<file path="config.mk">
export PLATFORM = sky130hd
export DESIGN_NAME = arc_ctl
export DESIGN_NICKNAME = d
export VERILOG_FILES = /design/src/pkg/arc_pkg.sv /design/src/core/arc_ctl.sv
export SDC_FILE = /design/constraint.sdc
export NUM_CORES = 1
export LEC_CHECK = 0
export BUFFER_PORTS_ARGS = -buffer_cell sky130_fd_sc_hd__buf_2
export CORE_MARGIN = 3
export CORE_UTILIZATION = 52
export CTS_CLUSTER_SIZE = 24
export DETAILED_ROUTE_END_ITERATION = 10
export GPL_TIMING_DRIVEN = 0
export HOLD_SLACK_MARGIN = 0.1
export PLACE_DENSITY = 0.71
export SETUP_SLACK_MARGIN = 0.4
export SLEW_MARGIN = 20
export SYNTH_ARGS = -nofsm -noshare
export SYNTH_HDL_FRONTEND = slang
export SYNTH_SLANG_ARGS = --single-unit
</file>
<file path="constraint.sdc">
create_clock -name CLOCK -period 3.2 [get_ports CLOCK]
set_input_delay 0.32 -clock CLOCK [delete_from_list [all_inputs] [get_ports CLOCK]]
set_output_delay 0.32 -clock CLOCK [all_outputs]
set_load 0.05 [all_outputs]
</file>
<file path="src/pkg/arc_pkg.sv">
// Purpose: Constants, register map and types for the audio reciprocal counter control.
// Assumes: 10 MHz clock, APB slave with 32-bit data.
// Notes:   Offsets and field positions are named here and nowhere else.
package arc_pkg;
   // Clock and gate timing.
   localparam int unsigned CLK_HZ          = 10000000;
   localparam int unsigned GATE_MIN_MS     = 100;
   localparam int unsigned GATE_MIN_CYC    = (CLK_HZ / 1000) * GATE_MIN_MS;
   localparam int unsigned MIN_AUDIO_HZ    = 20;
   localparam int unsigned MAX_AUDIO_HZ    = 250000;
   localparam int unsigned FINE_LO_HZ      = 100000;
   // Longest gate: minimum gate plus two full periods of the slowest audio.
   localparam int unsigned GATE_MAX_CYC    = GATE_MIN_CYC + 2 * (CLK_HZ / MIN_AUDIO_HZ);
   localparam int unsigned CNT_W           = 32;

   // Register byte offsets.
   localparam logic [7:0] OFS_CMD     = 8'h00;
   localparam logic [7:0] OFS_STATE   = 8'h04;
   localparam logic [7:0] OFS_CYCLES  = 8'h08;
   localparam logic [7:0] OFS_PULSES  = 8'h0c;
   localparam logic [7:0] OFS_STATUS  = 8'h10;
   localparam logic [7:0] OFS_MASK    = 8'h14;
   localparam logic [7:0] OFS_NOTCHED = 8'h18;
   localparam logic [7:0] OFS_UNFILT  = 8'h1c;

   // Command codes written to the command register.
   localparam logic [7:0] CMD_FREQ    = 8'h01;  // Count audio frequency.
   localparam logic [7:0] CMD_DISTN   = 8'h02;  // Distortion measure.
   localparam logic [7:0] CMD_SINAD   = 8'h03;  // Special setting 29.0.
   localparam logic [7:0] CMD_EXTLVL  = 8'h04;  // Special setting 30.0.
   localparam logic [7:0] CMD_AIN_ON  = 8'h10;  // External audio input.
   localparam logic [7:0] CMD_AIN_OFF = 8'h11;  // Modulation output.
   localparam logic [7:0] CMD_NOTCH_H = 8'h20;  // 1 kHz fundamental.
   localparam logic [7:0] CMD_NOTCH_L = 8'h21;  // 400 Hz fundamental.
   localparam logic [7:0] CMD_LIN     = 8'h30;
   localparam logic [7:0] CMD_LOG     = 8'h31;
   localparam logic [7:0] CMD_RES_NRM = 8'h40;  // Special setting 32.0.
   localparam logic [7:0] CMD_RES_FIN = 8'h41;  // Special setting 32.1.
   localparam logic [7:0] CMD_RES_QRY = 8'h42;  // Special setting 32.2.
   localparam logic [7:0] CMD_WATTS   = 8'h50;  // Watts unit request.
   localparam logic [7:0] CMD_OTHUNIT = 8'h51;  // Volt-type unit request.
   localparam logic [7:0] CMD_DET_OTH = 8'h60;  // Non-rms detector request.
   localparam logic [7:0] CMD_DET_RMS = 8'h61;

   // Status and mask bit positions.
   localparam int unsigned ST_DONE  = 0;
   localparam int unsigned ST_ERR   = 1;
   localparam int unsigned ST_DIST  = 2;
   localparam int unsigned ST_BADC  = 3;
   localparam int unsigned ST_W     = 4;

   // State register bit positions.
   localparam int unsigned SB_MODE   = 0;   // Two bits.
   localparam int unsigned SB_EXT    = 2;
   localparam int unsigned SB_CONN   = 3;
   localparam int unsigned SB_NOTCH  = 4;
   localparam int unsigned SB_LOG    = 5;
   localparam int unsigned SB_FINE   = 6;
   localparam int unsigned SB_RMS    = 7;
   localparam int unsigned SB_PRED   = 8;
   localparam int unsigned SB_QRY    = 9;
   localparam int unsigned SB_DSTEP  = 10;
   localparam int unsigned SB_BUSY   = 11;

   typedef enum logic [1:0] {ARC_M_FREQ, ARC_M_DISTN, ARC_M_SINAD, ARC_M_LEVEL} arc_mode_t;
   typedef enum {ARC_G_IDLE, ARC_G_ARM, ARC_G_RUN, ARC_G_CLOSE} arc_gate_t;
   typedef enum {ARC_D_IDLE, ARC_D_UNF, ARC_D_NOTCH, ARC_D_DONE} arc_dist_t;
endpackage : arc_pkg

</file>
<file path="src/core/arc_ctl.sv">
// Purpose: Reciprocal audio counter and audio measurement command control.
// Assumes: One 10 MHz clock, APB register access, analog readings arrive with strobes.
// Notes:   The arithmetic of the reciprocal equation is left to software;
//          the block delivers exact cycle and pulse counts.
// Notes on behaviour
// - Timebase counted inside gate, at least 100 ms
// - Frequency is cycles times 10 MHz over pulses
// - 100 ms gate gives six-digit resolution
// - External input selects counter source and connector
// - Counts audio from 20 Hz to 250 kHz
// - Fine option sets 0.1 Hz above 100 kHz
// - Fine option gives 0.001 dB display
// - Fine option setting survives power loss
// - Resolution query reports 0 or 1
// - Decoder selects distortion and external input
// - Notch fundamental stored and reapplied
// - Distortion: unfiltered first, then notched ratio
// - Distortion or level selects rms and pre-display
// - External level forces connector to input
// - Watts for audio level flags an error
// - SINAD reports reciprocal of distortion
// - Linear or log choice remembered and restored
// - External distortion allows only rms detector; a non-rms choice made before CMD_AIN_ON stays selected
//
// Decided for this implementation: the APB interface to the registers and the register offsets.
`timescale 1ns/1ns
`default_nettype none
module arc_ctl
   import arc_pkg::*;
(
   input  wire logic        CLOCK,
   input  wire logic        RESET_N,
   input  wire logic        PSEL,
   input  wire logic        PENABLE,
   input  wire logic        PWRITE,
   input  wire logic [7:0]  PADDR,
   input  wire logic [31:0] PWDATA,
   output logic [31:0]      PRDATA,
   output logic             PREADY,
   output logic             PSLVERR,
   input  wire logic        AUDIO_INT,       // Conditioned internal demodulated audio.
   input  wire logic        AUDIO_EXT,       // Conditioned external audio from connector.
   input  wire logic        NV_FINE,         // Stored fine-resolution bit at power up.
   input  wire logic        RMS_VALID,       // Strobe: an rms reading is ready.
   input  wire logic [31:0] RMS_VALUE,
   output logic             NV_WRITE,        // Pulse: store NV_DATA in nonvolatile cell.
   output logic             NV_DATA,
   output logic             CONN_IS_INPUT,
   output logic             NOTCH_IN,        // Route path through the notch.
   output logic             NOTCH_LOW,       // Notch tuned to 400 Hz when high.
   output logic             RMS_DET,
   output logic             PRE_DISPLAY,
   output logic             LOG_UNITS,
   output logic             FINE_RES,
   output logic             SINAD_MODE,
   output logic             IRQ
);
   logic [2:0]        ai_sync_q;
   logic [2:0]        ae_sync_q;
   logic [2:0]        nv_sync_q;
   logic              ai_lvl_q, ae_lvl_q, src_prev_q;
   arc_mode_t         mode_q;
   logic              ext_q, notch_low_q, log_q, fine_q, rms_q, pred_q, query_q;
   logic              fine_loaded_q;
   logic [2:0]        nv_fill_q;
   arc_gate_t         gate_q;
   arc_dist_t         dist_q;
   logic [CNT_W-1:0]  tb_cnt_q, cyc_cnt_q, tb_res_q, cyc_res_q;
   logic [31:0]       unf_q, notched_q;
   logic [ST_W-1:0]   status_q, mask_q, ev_set;
   logic              src_lvl, src_rise, start_gate, bus_wr, bus_rd, cmd_wr;
   logic [7:0]        cmd;
   logic              sel_distn, sel_sinad, sel_level, ev_done, ev_err, ev_dist, ev_badc;

   // Address recognised by this slave.
   function automatic logic arc_mapped(input logic [7:0] a);
      arc_mapped = (a <= OFS_UNFILT) && (a[1:0] == 2'b00);
   endfunction : arc_mapped

   assign bus_wr = PSEL && PENABLE && PWRITE && arc_mapped(PADDR);
   assign bus_rd = PSEL && PENABLE && !PWRITE && arc_mapped(PADDR);
   assign cmd_wr = bus_wr && (PADDR == OFS_CMD);
   assign cmd    = PWDATA[7:0];
   assign sel_distn = cmd_wr && (cmd == CMD_DISTN);
   assign sel_sinad = cmd_wr && (cmd == CMD_SINAD);
   assign sel_level = cmd_wr && (cmd == CMD_EXTLVL);

   // Three-stage synchronisers; an audio change counts once stages two and three agree.
   always_ff @(posedge CLOCK or negedge RESET_N)
   begin
      if (!RESET_N)
      begin
         ai_sync_q <= 3'h0;
         ae_sync_q <= 3'h0;
         nv_sync_q <= 3'h0;
         ai_lvl_q  <= 1'b0;
         ae_lvl_q  <= 1'b0;
      end
      else
      begin
         ai_sync_q <= {ai_sync_q[1:0], AUDIO_INT};
         ae_sync_q <= {ae_sync_q[1:0], AUDIO_EXT};
         nv_sync_q <= {nv_sync_q[1:0], NV_FINE};
         if (ai_sync_q[1] == ai_sync_q[2]) ai_lvl_q <= ai_sync_q[2];
         if (ae_sync_q[1] == ae_sync_q[2]) ae_lvl_q <= ae_sync_q[2];
      end
   end

   assign src_lvl  = ext_q ? ae_lvl_q : ai_lvl_q;
   assign src_rise = src_lvl && !src_prev_q;
   assign start_gate = cmd_wr && (cmd == CMD_FREQ);

   always_ff @(posedge CLOCK or negedge RESET_N)
   begin
      if (!RESET_N) src_prev_q <= 1'b0;
      else          src_prev_q <= src_lvl;
   end

   // Gate machine. Rising source edges open it and, once GATE_MIN_CYC clocks have passed, close it, so a whole number
   // of audio cycles is counted; at GATE_MAX_CYC clocks without a closing edge the gate closes anyway, and an empty count is flagged as an error.
   always_ff @(posedge CLOCK or negedge RESET_N)
   begin
      if (!RESET_N)
      begin
         gate_q    <= ARC_G_IDLE;
         tb_cnt_q  <= '0;
         cyc_cnt_q <= '0;
         tb_res_q  <= '0;
         cyc_res_q <= '0;
      end
      else
      begin
         case (gate_q)
            ARC_G_IDLE:
            begin
               if (start_gate) gate_q <= ARC_G_ARM;
            end
            ARC_G_ARM:
            begin
               tb_cnt_q  <= '0;
               cyc_cnt_q <= '0;
               if (src_rise) gate_q <= ARC_G_RUN;
               else if (tb_cnt_q >= CNT_W'(GATE_MAX_CYC)) gate_q <= ARC_G_CLOSE;
               else tb_cnt_q <= tb_cnt_q + 1'b1;
            end
            ARC_G_RUN:
            begin
               tb_cnt_q <= tb_cnt_q + 1'b1;
               if (src_rise) cyc_cnt_q <= cyc_cnt_q + 1'b1;
               if (src_rise && (tb_cnt_q + 1'b1 >= CNT_W'(GATE_MIN_CYC)))
                  gate_q <= ARC_G_CLOSE;
               else if (tb_cnt_q >= CNT_W'(GATE_MAX_CYC))
                  gate_q <= ARC_G_CLOSE;
            end
            ARC_G_CLOSE:
            begin
               tb_res_q  <= tb_cnt_q;
               cyc_res_q <= cyc_cnt_q;
               gate_q    <= ARC_G_IDLE;
            end
            default: gate_q <= ARC_G_IDLE;
         endcase
      end
   end

   // range check: zero cycles or above 250 kHz is flagged.
   assign ev_done = (gate_q == ARC_G_CLOSE) && (cyc_cnt_q != '0);
   assign ev_badc = (gate_q == ARC_G_CLOSE) &&
                    ((cyc_cnt_q == '0) ||
                     (cyc_cnt_q > CNT_W'(MAX_AUDIO_HZ / 1000 * GATE_MIN_MS)));

   // Mode, remembered settings and detector choices from the command decoder.
   always_ff @(posedge CLOCK or negedge RESET_N)
   begin
      if (!RESET_N)
      begin
         mode_q      <= ARC_M_FREQ;
         ext_q       <= 1'b0;
         notch_low_q <= 1'b0;
         log_q       <= 1'b0;
         rms_q       <= 1'b0;
         pred_q      <= 1'b0;
      end
      else if (cmd_wr)
      begin
         case (cmd)
            CMD_FREQ:    mode_q <= ARC_M_FREQ;
            CMD_DISTN:   mode_q <= ARC_M_DISTN;
            CMD_SINAD:   mode_q <= ARC_M_SINAD;
            CMD_EXTLVL:  mode_q <= ARC_M_LEVEL;
            CMD_AIN_ON:  ext_q <= 1'b1;
            CMD_AIN_OFF: ext_q <= 1'b0;
            CMD_NOTCH_H: notch_low_q <= 1'b0;
            CMD_NOTCH_L: notch_low_q <= 1'b1;
            CMD_LIN:     log_q <= 1'b0;
            CMD_LOG:     log_q <= 1'b1;
            CMD_DET_RMS: rms_q <= 1'b1;
            CMD_DET_OTH: if (!(ext_q && mode_q != ARC_M_FREQ)) rms_q <= 1'b0;
            default: ;
         endcase
         if (cmd == CMD_DISTN || cmd == CMD_EXTLVL || cmd == CMD_SINAD)
         begin
            rms_q  <= 1'b1;
            pred_q <= 1'b1;
         end
      end
   end

   assign ev_err = cmd_wr && ((cmd == CMD_WATTS && mode_q == ARC_M_LEVEL) ||
                   (cmd == CMD_DET_OTH && ext_q && mode_q != ARC_M_FREQ));

   // Fine resolution: loaded once from the nonvolatile cell after reset, and
   // every change is written back so it survives power down.
   always_ff @(posedge CLOCK or negedge RESET_N)
   begin
      if (!RESET_N)
      begin
         fine_q        <= 1'b0;
         fine_loaded_q <= 1'b0;
         nv_fill_q     <= 3'h0;
         query_q       <= 1'b0;
         NV_WRITE      <= 1'b0;
         NV_DATA       <= 1'b0;
      end
      else
      begin
         NV_WRITE <= 1'b0;
         // The stored bit is taken only once it has crossed all three stages.
         nv_fill_q <= {nv_fill_q[1:0], 1'b1};
         if (!fine_loaded_q)
         begin
            if (nv_fill_q[2])
            begin
               fine_q        <= nv_sync_q[2];
               fine_loaded_q <= 1'b1;
            end
         end
         else if (cmd_wr && (cmd == CMD_RES_NRM || cmd == CMD_RES_FIN))
         begin
            fine_q   <= (cmd == CMD_RES_FIN);
            NV_WRITE <= 1'b1;
            NV_DATA  <= (cmd == CMD_RES_FIN);
         end
         if (cmd_wr && cmd == CMD_RES_QRY) query_q <= fine_q;
      end
   end

   // Distortion sequence: unfiltered reading, then notched reading.
   always_ff @(posedge CLOCK or negedge RESET_N)
   begin
      if (!RESET_N)
      begin
         dist_q    <= ARC_D_IDLE;
         unf_q     <= '0;
         notched_q <= '0;
      end
      else
      begin
         case (dist_q)
            ARC_D_IDLE:
               if (sel_distn || sel_sinad) dist_q <= ARC_D_UNF;
            ARC_D_UNF:
               if (RMS_VALID)
               begin
                  unf_q  <= RMS_VALUE;
                  dist_q <= ARC_D_NOTCH;
               end
            ARC_D_NOTCH:
               if (RMS_VALID)
               begin
                  notched_q <= RMS_VALUE;
                  dist_q    <= ARC_D_DONE;
               end
            ARC_D_DONE:
               dist_q <= (mode_q == ARC_M_DISTN || mode_q == ARC_M_SINAD) ?
                         ARC_D_UNF : ARC_D_IDLE;
            default: dist_q <= ARC_D_IDLE;
         endcase
         if (cmd_wr && !(sel_distn || sel_sinad) && cmd < CMD_AIN_ON) dist_q <= ARC_D_IDLE;
      end
   end
   assign ev_dist = (dist_q == ARC_D_DONE);

   // Registered control outputs.
   always_ff @(posedge CLOCK or negedge RESET_N)
   begin
      if (!RESET_N)
      begin
         CONN_IS_INPUT <= 1'b0;
         NOTCH_IN      <= 1'b0;
         NOTCH_LOW     <= 1'b0;
         RMS_DET       <= 1'b0;
         PRE_DISPLAY   <= 1'b0;
         LOG_UNITS     <= 1'b0;
         FINE_RES      <= 1'b0;
         SINAD_MODE    <= 1'b0;
      end
      else
      begin
         CONN_IS_INPUT <= ext_q || (mode_q == ARC_M_LEVEL);
         NOTCH_IN      <= (dist_q == ARC_D_NOTCH);
         NOTCH_LOW     <= notch_low_q;
         RMS_DET       <= rms_q;
         PRE_DISPLAY   <= pred_q;
         LOG_UNITS     <= log_q;
         FINE_RES      <= fine_q;
         SINAD_MODE    <= (mode_q == ARC_M_SINAD);
      end
   end

   // Sticky status; the set wins over the read-clear in the same cycle.
   assign ev_set = {ev_badc, ev_dist, ev_err, ev_done};
   always_ff @(posedge CLOCK or negedge RESET_N)
   begin
      if (!RESET_N)
      begin
         status_q <= '0;
         mask_q   <= '0;
         IRQ      <= 1'b0;
      end
      else
      begin
         if (bus_rd && PADDR == OFS_STATUS) status_q <= ev_set;
         else                               status_q <= status_q | ev_set;
         if (bus_wr && PADDR == OFS_MASK) mask_q <= PWDATA[ST_W-1:0];
         IRQ <= |(status_q & mask_q);
      end
   end

   // APB slave: answers in the access cycle; unmapped addresses get PSLVERR.
   always_ff @(posedge CLOCK or negedge RESET_N)
   begin
      if (!RESET_N)
      begin
         PRDATA  <= '0;
         PREADY  <= 1'b0;
         PSLVERR <= 1'b0;
      end
      else
      begin
         PREADY  <= PSEL && !PENABLE;
         PSLVERR <= PSEL && !PENABLE && !arc_mapped(PADDR);
         PRDATA  <= '0;
         if (PSEL && !PENABLE && !PWRITE)
         begin
            if (PADDR == OFS_STATE)
               PRDATA <= {20'h0, (gate_q != ARC_G_IDLE), (dist_q == ARC_D_NOTCH), query_q,
                          pred_q, rms_q, fine_q, log_q, notch_low_q,
                          (ext_q || mode_q == ARC_M_LEVEL), ext_q, mode_q};
            else if (PADDR == OFS_CYCLES)  PRDATA <= cyc_res_q;
            else if (PADDR == OFS_PULSES)  PRDATA <= tb_res_q;
            else if (PADDR == OFS_STATUS)  PRDATA <= {28'h0, status_q | ev_set};
            else if (PADDR == OFS_MASK)    PRDATA <= {28'h0, mask_q};
            else if (PADDR == OFS_NOTCHED) PRDATA <= notched_q;
            else if (PADDR == OFS_UNFILT)  PRDATA <= unf_q;
            else                           PRDATA <= '0;
         end
      end
   end
endmodule : arc_ctl
`default_nettype wire

</file>
Word level (Yosys, flattened, before mapping)
Index checks and enable logic that the tools add are counted.
{ "word_totals": {"register_bits": 334, "in_bits": 81, "output_inout_bits": 45} }
{ "classes": {"add_sub_neg": 2, "order_cmp": 5, "eq_ne": 44, "n_mux": 40, "n_bitwise": 2, "reduce_logical": 69} }
{ "op_table": {"columns": ["op", "count"], "rows": [
  ["$mux W32", 19],
  ["$eq A32 B2 Y1 const B", 4],
  ["$pmux W32 S2", 2],
  ["$pmux W32 S4", 1],
  ["$eq A32 B3 Y1 const B", 3],
  ["$logic_not A32 Y1", 3],
  ["$pmux W32 S3", 1],
  ["$add A32 B1 Y32 const B", 2],
  ["$eq A32 B1 Y1 const B", 2],
  ["$reduce_bool A32 Y1", 2],
  ["$eq A8 B5 Y1 const B", 6],
  ["$eq A8 B7 Y1 const B", 6],
  ["$eq A8 B6 Y1 const B", 4],
  ["$ge A32 B20 Y1 const B", 1],
  ["$ge A32 B21 Y1 const B", 1],
  ["$gt A32 B15 Y1 const B", 1],
  ["$logic_and A1 B1 Y1", 28],
  ["$reduce_and A2 Y1", 10],
  ["$eq A8 B2 Y1 const B", 2],
  ["$eq A8 B3 Y1 const B", 2],
  ["$eq A8 B4 Y1 const B", 2],
  ["$ne A3 B3 Y1 const B", 4],
  ["$reduce_bool A2 Y1", 6],
  ["$mux W1", 11],
  ["21 further kinds", 39]
]} }

Longest topological paths before layout
Gate-level depths: netlist of the first run.
{ "depth": {"ltp_word": 11, "ltp_mapped": 10, "ltp_nobuf": 10} }

Worst setup path after synthesis of the first run
Ideal clock, no wire load.
{ "synth_timing": {"path_kind": "input -> register", "startpoint": "in PADDR[1]", "endpoint": "reg NV_DATA", "arrival_time_ps": 2467, "path_slack_ps": 608, "cell_stages": 7, "path_cell_list": "or4_1 -> or3_1 -> buf_6 -> or4_4 -> nor3_4 -> nand3_4 -> mux2_4"} }
{ "synth_between": {"elab_chain_cells": 6, "word_cells_on_any_way": 8} }
{ "synth_lines": {"columns": ["element", "line_no", "text"], "rows": [
  ["from (decl)", "arc_ctl.sv:36", "input wire logic [7:0] PADDR,"],
  ["$le A8 B5 Y1 / $logic_not A2 Y1 (equally long branches)", "arc_ctl.sv:77", "arc_mapped = (a <= OFS_UNFILT) && (a[1:0] == 2'b00);"],
  ["$logic_and A1 B1 Y1", "arc_ctl.sv:77", null],
  ["$logic_and A1 B1 Y1", "arc_ctl.sv:80", "assign bus_wr = PSEL && PENABLE && PWRITE && arc_mapped(PADDR);"],
  ["$logic_and A1 B1 Y1 *", "arc_ctl.sv:82", "assign cmd_wr = bus_wr && (PADDR == OFS_CMD);"],
  ["$logic_and A1 B1 Y1 *", "arc_ctl.sv:238", "else if (cmd_wr && (cmd == CMD_RES_NRM || cmd == CMD_RES_FIN))"],
  ["$reduce_and A2 Y1 (no line) *", null, null],
  ["to (signal assigned)", "arc_ctl.sv:242", "NV_DATA <= (cmd == CMD_RES_FIN);"],
  ["to (decl)", "arc_ctl.sv:47", "output logic NV_DATA,"]
]} }
Mark *: on every way between the ends. The rest lies on a longest branch, timed or not.
A chain may end at the register's enable or synchronous reset.

Worst setup path in the final report of the first run
{ "layout_timing": {"startpoint": "in PADDR[1]", "endpoint": "reg PRDATA[5]"} }
{ "layout_between": {"elab_chain_cells": 9, "word_cells_on_any_way": 15} }
{ "layout_lines": {"columns": ["element", "line_no", "text"], "rows": [
  ["$eq A8 B5 Y1", "arc_ctl.sv:355", "else if (PADDR == OFS_UNFILT) PRDATA <= unf_q;"],
  ["$mux W32", "arc_ctl.sv:355", null],
  ["$mux W32", "arc_ctl.sv:354", "else if (PADDR == OFS_NOTCHED) PRDATA <= notched_q;"],
  ["$mux W32", "arc_ctl.sv:353", "else if (PADDR == OFS_MASK) PRDATA <= {28'h0, mask_q};"],
  ["$mux W32", "arc_ctl.sv:352", "else if (PADDR == OFS_STATUS) PRDATA <= {28'h0, status_q | ev_set};"],
  ["$mux W32", "arc_ctl.sv:351", "else if (PADDR == OFS_PULSES) PRDATA <= tb_res_q;"],
  ["$mux W32", "arc_ctl.sv:350", "else if (PADDR == OFS_CYCLES) PRDATA <= cyc_res_q;"],
  ["$mux W32 *", "arc_ctl.sv:346", "if (PADDR == OFS_STATE)"],
  ["$mux W32 *", "arc_ctl.sv:344", "if (PSEL && !PENABLE && !PWRITE)"],
  ["to (signal assigned)", "arc_ctl.sv:347", "PRDATA <= {20'h0, (gate_q != ARC_G_IDLE), (dist_q == ARC_D_NOTCH), query_q,"],
  ["to (signal assigned)", "arc_ctl.sv:350", null],
  ["to (signal assigned)", "arc_ctl.sv:351", null],
  ["to (decl)", "arc_ctl.sv:38", "output logic [31:0] PRDATA,"]
]} }
Marks and branches as above.

==> results of run 1 <==
## layer usage
metal  GRT usage  up-vias
li1            -     4643
met1       0.332     5121
met2       0.415      417
met3      0.0552       85
met4      0.0796        0
met5           0        -
## path summary, 6_finish.rpt
path	to	slack, ns	depth (start not counted)
worst max-delay path	PRDATA[5]	0.53	9
worst min-delay path	mask_q[3]	0.14	2
worst max register to register	gate_q[0]	0.53	9
worst min register to register	nv_sync_q[1]	0.35	0
max in group asynchronous	tb_cnt_q[6]	1.77	4
min in group asynchronous	PRDATA[20]	0.29	2
## registers in the layout, indices dropped and copies added (netlist names), 3 cells and up
register / flops
cyc_cnt_q: 32
nv_fill_q: 3
tb_cnt_q: 32
PRDATA: 32
unf_q: 32
tb_res_q: 32
nv_sync_q: 3
gate_q: 32
ai_sync_q: 3
notched_q: 32
status_q: 4
mask_q: 4
ae_sync_q: 3
cyc_res_q: 32
## Yosys cell counts (3+ instances only)
library cell / n
nand2b_1: 9
clkbuf_1: 48
or4_1: 5
nand4_1: 24
a21oi_1: 47
ha_1: 11
a21o_1: 5
buf_2: 11
o21ai_0: 45
mux2_2: 137
nor3_1: 16
inv_1: 20
o41ai_1: 6
nand3b_1: 3
a211oi_1: 5
a22o_1: 4
xor2_1: 25
mux2i_1: 7
nor4_1: 24
o31ai_1: 15
and2_1: 8
a31oi_1: 15
xnor2_1: 8
and3_1: 17
dfrtp_1: 304
or2_2: 6
buf_1: 9
nand2_1: 80
o22ai_1: 4
a22oi_1: 64
nor2b_1: 15
nand3_1: 28
nor2_1: 83
and4_1: 12
or3_1: 6
## worst max-delay path: cells and delay by family
family / cells / cell delay (ns)
compound gates: 2 / 0.38
buf+inv: 3 / 0.80
simple gates: 4 / 1.57
## cell families (layout without fill, tap and decap cells)
family | after synthesis | count (layout) | synth area share
buffers and inverters | 89 | 310 | 0.0266
other | 2 | 31 | 0.000562
flip-flops | 304 | 304 | 0.569
XOR/XNOR | 33 | 33 | 0.0216
AND/OR/NAND/NOR | 347 | 348 | 0.134
multiplexers | 146 | 146 | 0.123
AO/OA/AOI/OAI | 228 | 228 | 0.113
adder cells (fa/ha/maj) | 13 | 13 | 0.0118
## final cells by class
cell class	instances	share of cell area
Buffer	69	0.0201
Clock buffer	44	0.0576
Clock inverter	16	0.0116
Inverter	20	0.00460
Multi-Input combinational cell	799	0.345
Sequential cell	304	0.467
Tap cell	330	0.0253
Timing Repair Buffer	161	0.0689
## through the flow
step	total power [mW]	TNS [ns]	instance area [um^2]
final	9.55	0	16300
after global routing	9.94	0	16300
after CTS	9.62	0	16100
after detailed placement	5.64	-2.98	14500
after global placement	5.56	-1132.43	14400
after floorplan	5.27	0	13500
## power groups by stage
| stage | clock network, mW | logic [mW] | registers (mW) |
|---|---|---|---|
| floorplan | 0 | 0.685 | 4.58 |
| global placement | 0 | 0.960 | 4.60 |
| detailed placement | 0 | 1.02 | 4.63 |
| CTS | 3.99 | 1.06 | 4.57 |
| global route | 4.17 | 1.15 | 4.62 |
| finish | 3.93 | 1.05 | 4.57 |
## what timing repair did
item,4_1_cts,5_1_grt
hold endpoints to repair,107,1
resized for setup,25,47
pin swaps,3,13
endpoints found under the setup margin,114,116
buffers inserted,4,16
hold buffers,37,1
gates cloned,0,1
==> metrics, run 1 <==
CORE AREA 25300 um^2; RSZ-0062 raised after global routing yes; Period minus WS final 2.67 ns; Post-Layout Cell Count 1743; Routed met1 length 14300 um; share of the synthesized area in the top cell type 0.569; Worst setup startpoint PADDR[1]; fmax 374 MHz; hold path start PWDATA[3]; share of cells above drive strength 1 0.271; Die Ht 166 um; synth top area cells dfrtp_1, mux2_2, a22oi_1; Crit path largest cell delay 0.52 ns; Post-Route WL 34600 um; Detailed Route Iter0 Violations 969; worst path cell trace buf_2, or4_1, nor2_1, nand2_1, nor2_1, clkbuf_2, clkbuf_2, a22oi_1, a31oi_1; final net count 1481; vias in the first global route 10.4k; Overflow after GRT 0; clk sink count 304; most frequent cells in the layout dfrtp_1, mux2_2, buf_2, nand2_1, nor2_1; syn_area_per_cell 11.5 um^2; Synth Flop Type dfrtp_1; Critical Path End Type register; ys async rst share 1.00; routability cong. 0.954; die footprint 27700 um^2; final max-slew violation count 0; Slew headroom 0.293; final worst slack 0.527 ns; Crit Path Class in2reg; Syn Inst Count 1162; Worst Hold Class in2reg; chip width 166 um; Clk network pwr share 0.411; Routed met3 length 2550 um; register area share after synthesis 0.569; initial antenna violation count 0; WL per Instance 19.9 um; Critical-path top delay cell or4_1; root buf cell clkbuf_16; first-pass GRT wire length 56000 um; maximum vdd drop 0.000534 V; PwrDens 586 nW/um^2; vias per inst 5.89; post-layout util 0.646; top sig layer met4; Synth cell types 65; switching share of power 0.238; Max clock buf depth 3; Ports 126; DRT Pass-1 Iters 6; DRC viols 0; commonest non-fill, non-tap cell in the layout dfrtp_1; metal2 WL 16800 um; Worst-Margin Slew 1.05 ns; CTS tree done; antenna cells 0; DP Cell Count 1624; worst-skew pair later-pin latency 0.51 ns; Setup Skew 0.0146 ns; hold slack final 0.144 ns; fill cell count 1969; Seq pwr share 0.479; Comb pwr share 0.110; Lkg Pwr 7.44 nW; row count 58; EDFF count, synth 0; Synth area leader dfrtp_1; Crit Path Max Fanout 10; pre-CTS setup slack -0.338 ns; Port Buffers 100; RR Startpoint tb_cnt_q[2]; Final Hold Fails 0; internal power 7.28 mW; status complete, no violations; Reg clk slew, reported paths 0.06 ns; Req. time, crit path 3.62 ns; total of max-cap violations 0; register area 7610 um^2; Tcrit/Tclk final 0.835; Initial Util 0.529; Final Setup Violations 0; vias 10.3k; area grow syn2layout 21.9%; CTS H-tree lvls 2; area of the multi-input gates 5620 um^2; Syn. warnings 0; post-route ant nets 0; #FFs+latches synth 304; Net Sw Power 2.27 mW; largest net degree at the start of global routing 99; crit path launch type primary input; DPL Wire Length 23700 um; Syn Std Cell Area 13400 um^2; total track usage 0.250; crit path DAT 3.09 ns; TritonCTS Buffers 34
(Power assumes the default switching activity.)
==> run 2: changes to the inputs <==
Settings changed: PLACE_DENSITY 0.71 to 0.74.
Clock period 3.2 ns to 2.1 ns, I/O delays scaled along.
==> run 2 against run 1 <==
  * The run now ends with negative setup slack left
  * Sequential power increased by 55%
  * Worst setup slack got worse by 1.1 ns
  * Hold slack got worse by 0.0090 ns
  * Final cell count increased by 6.9%
  * Via count increased by 14%
  * Routed wire length increased by 33%
  * Register-to-register slack got worse by 1.1 ns
  * Die area unchanged
  * Flip-flop and latch count unchanged
  * Non-clock buffer count increased by 122
  * Final area increased by 22%
  * Highest routed layer is now met5
==> metrics, run 2 (synthesis results as in run 1) <==
Critical Path End Type register (unchanged); Slew headroom 0.414 (was 0.293); vias per inst 6.26 (was 5.89); maximum vdd drop 0.000913 V (was 0.000534 V); crit path launch type register (was primary input); Die Ht 166 um (unchanged); routability cong. 0.918 (was 0.954); CTS H-tree lvls 1 (was 2); reg2reg end gate_q[0] (unchanged); initial antenna violation count 2 (was 0); TNS Setup -25.85 ns (was 0 ns); fmax 376 MHz; Worst-Margin Slew 0.878 ns (was 1.05 ns); first-pass GRT wire length 62400 um (was 56000 um); Crit path largest cell delay 0.54 ns (was 0.52 ns); Tcrit/Tclk final 1.27; register-to-register setup slack -0.56 ns (was 0.53 ns); Reg clk slew, reported paths 0.07 ns (was 0.06 ns); DPL Wire Length 23900 um (was 23700 um); final worst slack -0.562 ns (was 0.527 ns); total track usage 0.279 (was 0.250); DRC viols 0 (unchanged); Post-Route WL 46000 um (was 34600 um); Overflow after GRT 0 (unchanged); Port Buffers 100 (unchanged); final net count 1599 (was 1481); Period minus WS final 2.66 ns; Detailed Route Iter0 Violations 1412 (was 969); CP Buf/Inv Count 1 (was 3); Initial Util 0.529 (unchanged); Setup Skew 0.0280 ns (was 0.0146 ns); Lkg Pwr 8.82 nW (was 7.44 nW); crit path DAT 3.07 ns (was 3.09 ns); worst path cell trace or4_4, o21ai_2, a21oi_2, buf_4, nor2_1, nor2_1, nor3_1, and4_1, a221oi_1 (was buf_2, or4_1, nor2_1, nand2_1, nor2_1, clkbuf_2, clkbuf_2, a22oi_1, a31oi_1); PwrDens 753 nW/um^2 (was 586 nW/um^2); CORE AREA 25300 um^2 (unchanged); failing checks negative setup slack; vias in the first global route 11.3k (was 10.4k); Ports 126 (unchanged); commonest non-fill, non-tap cell in the layout dfrtp_1 (unchanged); RSZ-0062 raised after global routing yes (unchanged); Top Family by Delay on Critical Path simple AND/OR/NAND/NOR gates (unchanged); die footprint 27700 um^2 (unchanged); area grow syn2layout 48.2% (was 21.9%); vias 11.7k (was 10.3k); Crit Path Class reg2reg (was in2reg); worst-skew pair later-pin latency 0.57 ns (was 0.51 ns); post-route ant nets 0 (unchanged); Max clock buf depth 3 (unchanged); largest net degree at the start of global routing 100 (was 99); Crit Path Max Fanout 3 (was 10); root buf cell clkbuf_16 (unchanged); clk sink count 304 (unchanged); Final Hold Fails 0 (unchanged); RR Startpoint tb_cnt_q[14] (was tb_cnt_q[2]); DRT Pass-1 Iters 6 (unchanged); hold slack final 0.135 ns (was 0.144 ns); WL per Instance 24.7 um (was 19.9 um); Worst Hold Class in2async (was in2reg); Final Setup Violations 133 (was 0); Req. time, crit path 2.50 ns (was 3.62 ns); most frequent cells in the layout dfrtp_1, buf_2, mux2_2, mux2_4, nor2_1 (was dfrtp_1, mux2_2, buf_2, nand2_1, nor2_1); CTS tree done (unchanged); final max-slew violation count 0 (unchanged); Worst Reg-to-Reg Cells 9 (unchanged); Critical-path top delay cell or4_4 (was or4_1); status finished with violations (was complete, no violations); TritonCTS Buffers 31 (was 34); total of max-cap violations 0 (unchanged); cell repeated most along the worst path nor2_1; chip width 166 um (unchanged); row count 58 (unchanged); share of cells above drive strength 1 0.485 (was 0.271)
-- run 2: changes by cell type in the layout (fill, tap and decap cells not counted), moves of 26 or more --
| cell | before | now |
|---|---|---|
| a22oi_2 | 1 | 43 |
| clkbuf_1 | 37 | 11 |
| buf_4 | 26 | 61 |
| a22oi_1 | 63 | 21 |
| a21oi_1 | 46 | 20 |
| o21ai_0 | 42 | 8 |
| buf_6 | 1 | 55 |
| mux2_2 | 137 | 69 |
| mux2_4 | 1 | 69 |
-- run 2: per-stage QoR --
step / power (mW) / area, um^2 / worst slack (ns) / util / cells
final: 14.9 / 19800 / -0.562 / 0.785 / 1863
after global routing: 15.4 / 19800 / -0.628 / 0.785 / 1863
after CTS: 14.8 / 18400 / -0.358 / 0.730 / 1813
after detailed placement: 8.62 / 15300 / -0.839 / 0.604 / 1624
after global placement: 8.51 / 15200 / -4.74 / 0.601 / 1621
after floorplan: 8.04 / 14300 / -0.298 / - / 1191
-- run 2: timing repair --
item | 4_1_cts | 5_1_grt
pin swaps | 63 | 118
hold endpoints to repair | 385 | 0
gates resized for setup | 180 | 236
cloned | 13 | 8
buffers inserted | 68 | 41
setup endpoints to repair | 236 | 216
hold buffers | 50 | 0
-- run 2: final cells by class --
type / count / area (um^2)
Sequential cell: 304 / 7620
Fill cell: 1262 / 5430
Buffer: 69 / 832
Timing Repair Buffer: 283 / 2660
Clock inverter: 20 / 273
Antenna cell: 1 / 2.50
Inverter: 20 / 75.1
Multi-Input combinational cell: 798 / 7090
Tap cell: 330 / 413
Clock buffer: 38 / 852
-- run 2: worst max path at each step --
stage	startpoint	endpoint	slack (ns)	cells past startpoint
after detailed placement	tb_cnt_q[0]	gate_q[0]	-0.84	9
after global placement	RESET_N	nv_fill_q[0]	-4.74	1
after CTS	tb_cnt_q[0]	gate_q[0]	-0.36	9
after global routing	tb_cnt_q[1]	gate_q[0]	-0.63	10
after floorplan	PADDR[1]	NV_DATA	-0.30	7
final	tb_cnt_q[14]	gate_q[0]	-0.56	9
-- run 2: report_power, final --
group	leakage, nW	switching (mW)	internal [mW]
Sequential	3.95	0.483	6.58
Combinational	4.33	0.858	0.961
Clock	0.538	2.41	3.63
-- run 2: routing by layer --
metal,routed length [um],up-vias,global-route usage
met3,3720,217,0.0509
met2,22400,685,0.474
met4,2740,2,0.0893
met1,17100,5857,0.367
met5,11,-,0
li1,-,4896,-
==> run 3: changes to the inputs <==
Settings changed: CELL_PAD_IN_SITES_DETAIL_PLACEMENT set to 2, CELL_PAD_IN_SITES_GLOBAL_PLACEMENT set to 2, CORE_UTILIZATION 52 to 36, PLACE_DENSITY 0.74 to unset, PLACE_DENSITY_LB_ADDON set to 0.1.
==> run 3 against run 2 <==
  * The flow still finishes with violations (negative setup slack)
  * Via count rose by 3.3%
  * Count of clock-buffer cells in the layout grew 8
  * Non-clock buffer count is 17 higher
  * Power is 6.3% higher
  * Flip-flop and latch count is the same
  * Hold slack better by 0.028 ns
  * Register-to-register slack got worse by 0.17 ns
  * Core utilization fell by 21 points
  * Final cell count up 8.3%
  * Sequential share of layout area shrank 1.5 points
==> metrics, run 3 (synthesis results as in run 1) <==
Max clock buf depth 3 (unchanged); Port Buffers 100 (unchanged); internal power 11.4 mW (was 11.2 mW); DRT Pass-1 Iters 5 (was 6); Reg clk slew, reported paths 0.07 ns (about the same); initial antenna violation count 0 (was 2); Net Sw Power 4.44 mW (was 3.75 mW); Crit Path Class reg2reg (unchanged); Final Setup Violations 164 (was 133); vias per inst 5.97 (was 6.26); Initial Util 0.371 (was 0.529); RR Startpoint tb_cnt_q[7] (was tb_cnt_q[14]); RSZ-0062 raised after global routing yes (unchanged); Seq pwr share 0.453 (was 0.474); switching share of power 0.280 (was 0.252); crit path DAT 3.26 ns (was 3.07 ns); hold path start PWDATA[4]; status finished with violations (unchanged); chip width 199 um (was 166 um); Clk network pwr share 0.416 (was 0.405); Period minus WS final 2.84 ns (was 2.66 ns); row count 69 (was 58); vias 12.0k (was 11.7k); DPL Wire Length 31100 um (was 23900 um); TritonCTS Buffers 36 (was 31); share of cells above drive strength 1 0.507 (was 0.485); Tcrit/Tclk final 1.35 (was 1.27); register area 7630 um^2 (was 7620 um^2); antenna cells 0 (was 1); Detailed Route Iter0 Violations 814 (was 1412); Slew headroom 0.311 (was 0.414); die footprint 39500 um^2 (was 27700 um^2); WL per Instance 33.2 um (was 24.7 um); Finished Cell Area 20600 um^2 (was 19800 um^2); failing checks negative setup slack (unchanged); Worst-Margin Slew 1.03 ns (was 0.878 ns); post-route ant nets 0 (unchanged); most frequent cells in the layout dfrtp_1, buf_2, buf_4, mux2_2, mux2_4 (was dfrtp_1, buf_2, mux2_2, mux2_4, nor2_1); Overflow after GRT 0 (unchanged); vias in the first global route 13.0k (was 11.3k); Critical Path End Type register (unchanged); crit path launch type register (unchanged); area grow syn2layout 54.3% (was 48.2%); Post-Route WL 67000 um (was 46000 um); first-pass GRT wire length 84100 um (was 62400 um); maximum vdd drop 0.000697 V (was 0.000913 V); commonest non-fill, non-tap cell in the layout dfrtp_1 (unchanged); Die Ht 199 um (was 166 um); Req. time, crit path 2.52 ns (was 2.50 ns); DRC viols 0 (unchanged); final net count 1622 (was 1599); CTS tree done (unchanged); Crit Path Max Fanout 9 (was 3); clk sink count 304 (unchanged); post-placement cell area 15400 um^2 (was 15300 um^2); area of the multi-input gates 7330 um^2 (was 7090 um^2); largest net degree at the start of global routing 87 (was 100); Final Hold Fails 0 (unchanged); CTS H-tree lvls 2 (was 1); routability cong. 0.834 (was 0.918); Post-Layout Cell Count 2018 (was 1863); Comb pwr share 0.131 (was 0.122); total track usage 0.284 (was 0.279); total of max-cap violations 0 (unchanged); fmax 353 MHz (was 376 MHz); Lkg Pwr 9.10 nW (was 8.82 nW); DP Cell Count 1755 (was 1624); root buf cell clkbuf_16 (unchanged); final max-slew violation count 0 (unchanged); CORE AREA 36100 um^2 (was 25300 um^2); Worst setup startpoint tb_cnt_q[7] (was tb_cnt_q[14]); Ports 126 (unchanged); PwrDens 769 nW/um^2 (was 753 nW/um^2); Worst Hold Class in2reg (was in2async); final worst slack -0.736 ns (was -0.562 ns); worst-skew pair later-pin latency 0.57 ns (about the same); fill cell count 3251 (was 1262); Setup Skew 0.0250 ns (was 0.0280 ns)
run 3: changes by cell type in the layout (fill, tap and decap cells not counted), sizes merged:
cell / change
dlygate4sd3: -5
clkbuf: +14
diode: -1
buf: +16
clkinvlp: -5
bufinv: -2
clkinv: +6
nand2: +1
run 3: per-layer routing:
metal | global-route usage | routed length, um
met5 | 0 | 0
met4 | 0.0945 | 3100
met3 | 0.0479 | 3160
met2 | 0.500 | 34300
met1 | 0.355 | 26500
run 3: through the flow:
stage | util | setup slack (ns) | setup TNS, ns | hold WS (ns) | total power, mW
2_1_floorplan | - | -0.298 | -2.91 | -0.0856 | 8.04
3_3_place_gp | 0.425 | -5.06 | -1602.93 | 0.319 | 8.55
3_5_place_dp | 0.427 | -1.05 | -83.98 | 0.280 | 8.69
4_1_cts | 0.535 | -0.432 | -34.59 | 0.105 | 15.4
5_1_grt | 0.572 | -0.870 | -66.73 | 0.155 | 16.4
6_report | 0.572 | -0.736 | -50.17 | 0.162 | 15.9
run 3: power by group through the flow:
| stage | Clock (mW) | Sequential [mW] | Combinational, mW |
|---|---|---|---|
| final | 6.60 | 7.18 | 2.08 |
| after global routing | 6.96 | 7.23 | 2.21 |
| after CTS | 6.54 | 7.02 | 1.81 |
| after detailed placement | 0 | 7.08 | 1.61 |
| after global placement | 0 | 7.03 | 1.51 |
| after floorplan | 0 | 6.98 | 1.06 |
run 3: layout make-up:
type	count	share of cell area
flip-flops and latches	304	0.370
multi-input cells	799	0.355
repair buffers	300	0.139
clock buffers	46	0.0474
plain buffers	69	0.0464
well taps	461	0.0280
clock inverters	19	0.0103
inverters	20	0.00364
run 3: worst paths after layout:
check | endpoint | slack, ns | cells past startpoint
max | tb_cnt_q[31] | -0.74 | 11
min in group asynchronous | PRDATA[9] | 0.31 | 2
max in group asynchronous | tb_cnt_q[23] | 0.90 | 3
min | ext_q | 0.16 | 4
min reg2reg | nv_sync_q[2] | 0.35 | 0
max reg2reg | tb_cnt_q[31] | -0.74 | 11
run 3: critical path, cell delays in order, from the launching register on:
cell and delay (ns):
dfrtp_1 0.34, buf_6 0.14, nand4_1 0.19, or4_4 0.54
buf_8 0.14, nor2_4 0.15, nand4_1 0.30, nor2_2 0.31
buf_4 0.16, a31oi_1 0.09, o21ai_1 0.22, o21ai_1 0.12
run 3: timing repair:
action / CTS / global route
setup buffers: 81 / 49
hold buffers: 45 / 0
setup endpoints to repair: 237 / 236
gates resized for setup: 268 / 196
gates cloned: 18 / 5
pin swaps: 108 / 86
endpoints found under the hold margin: 160 / 0
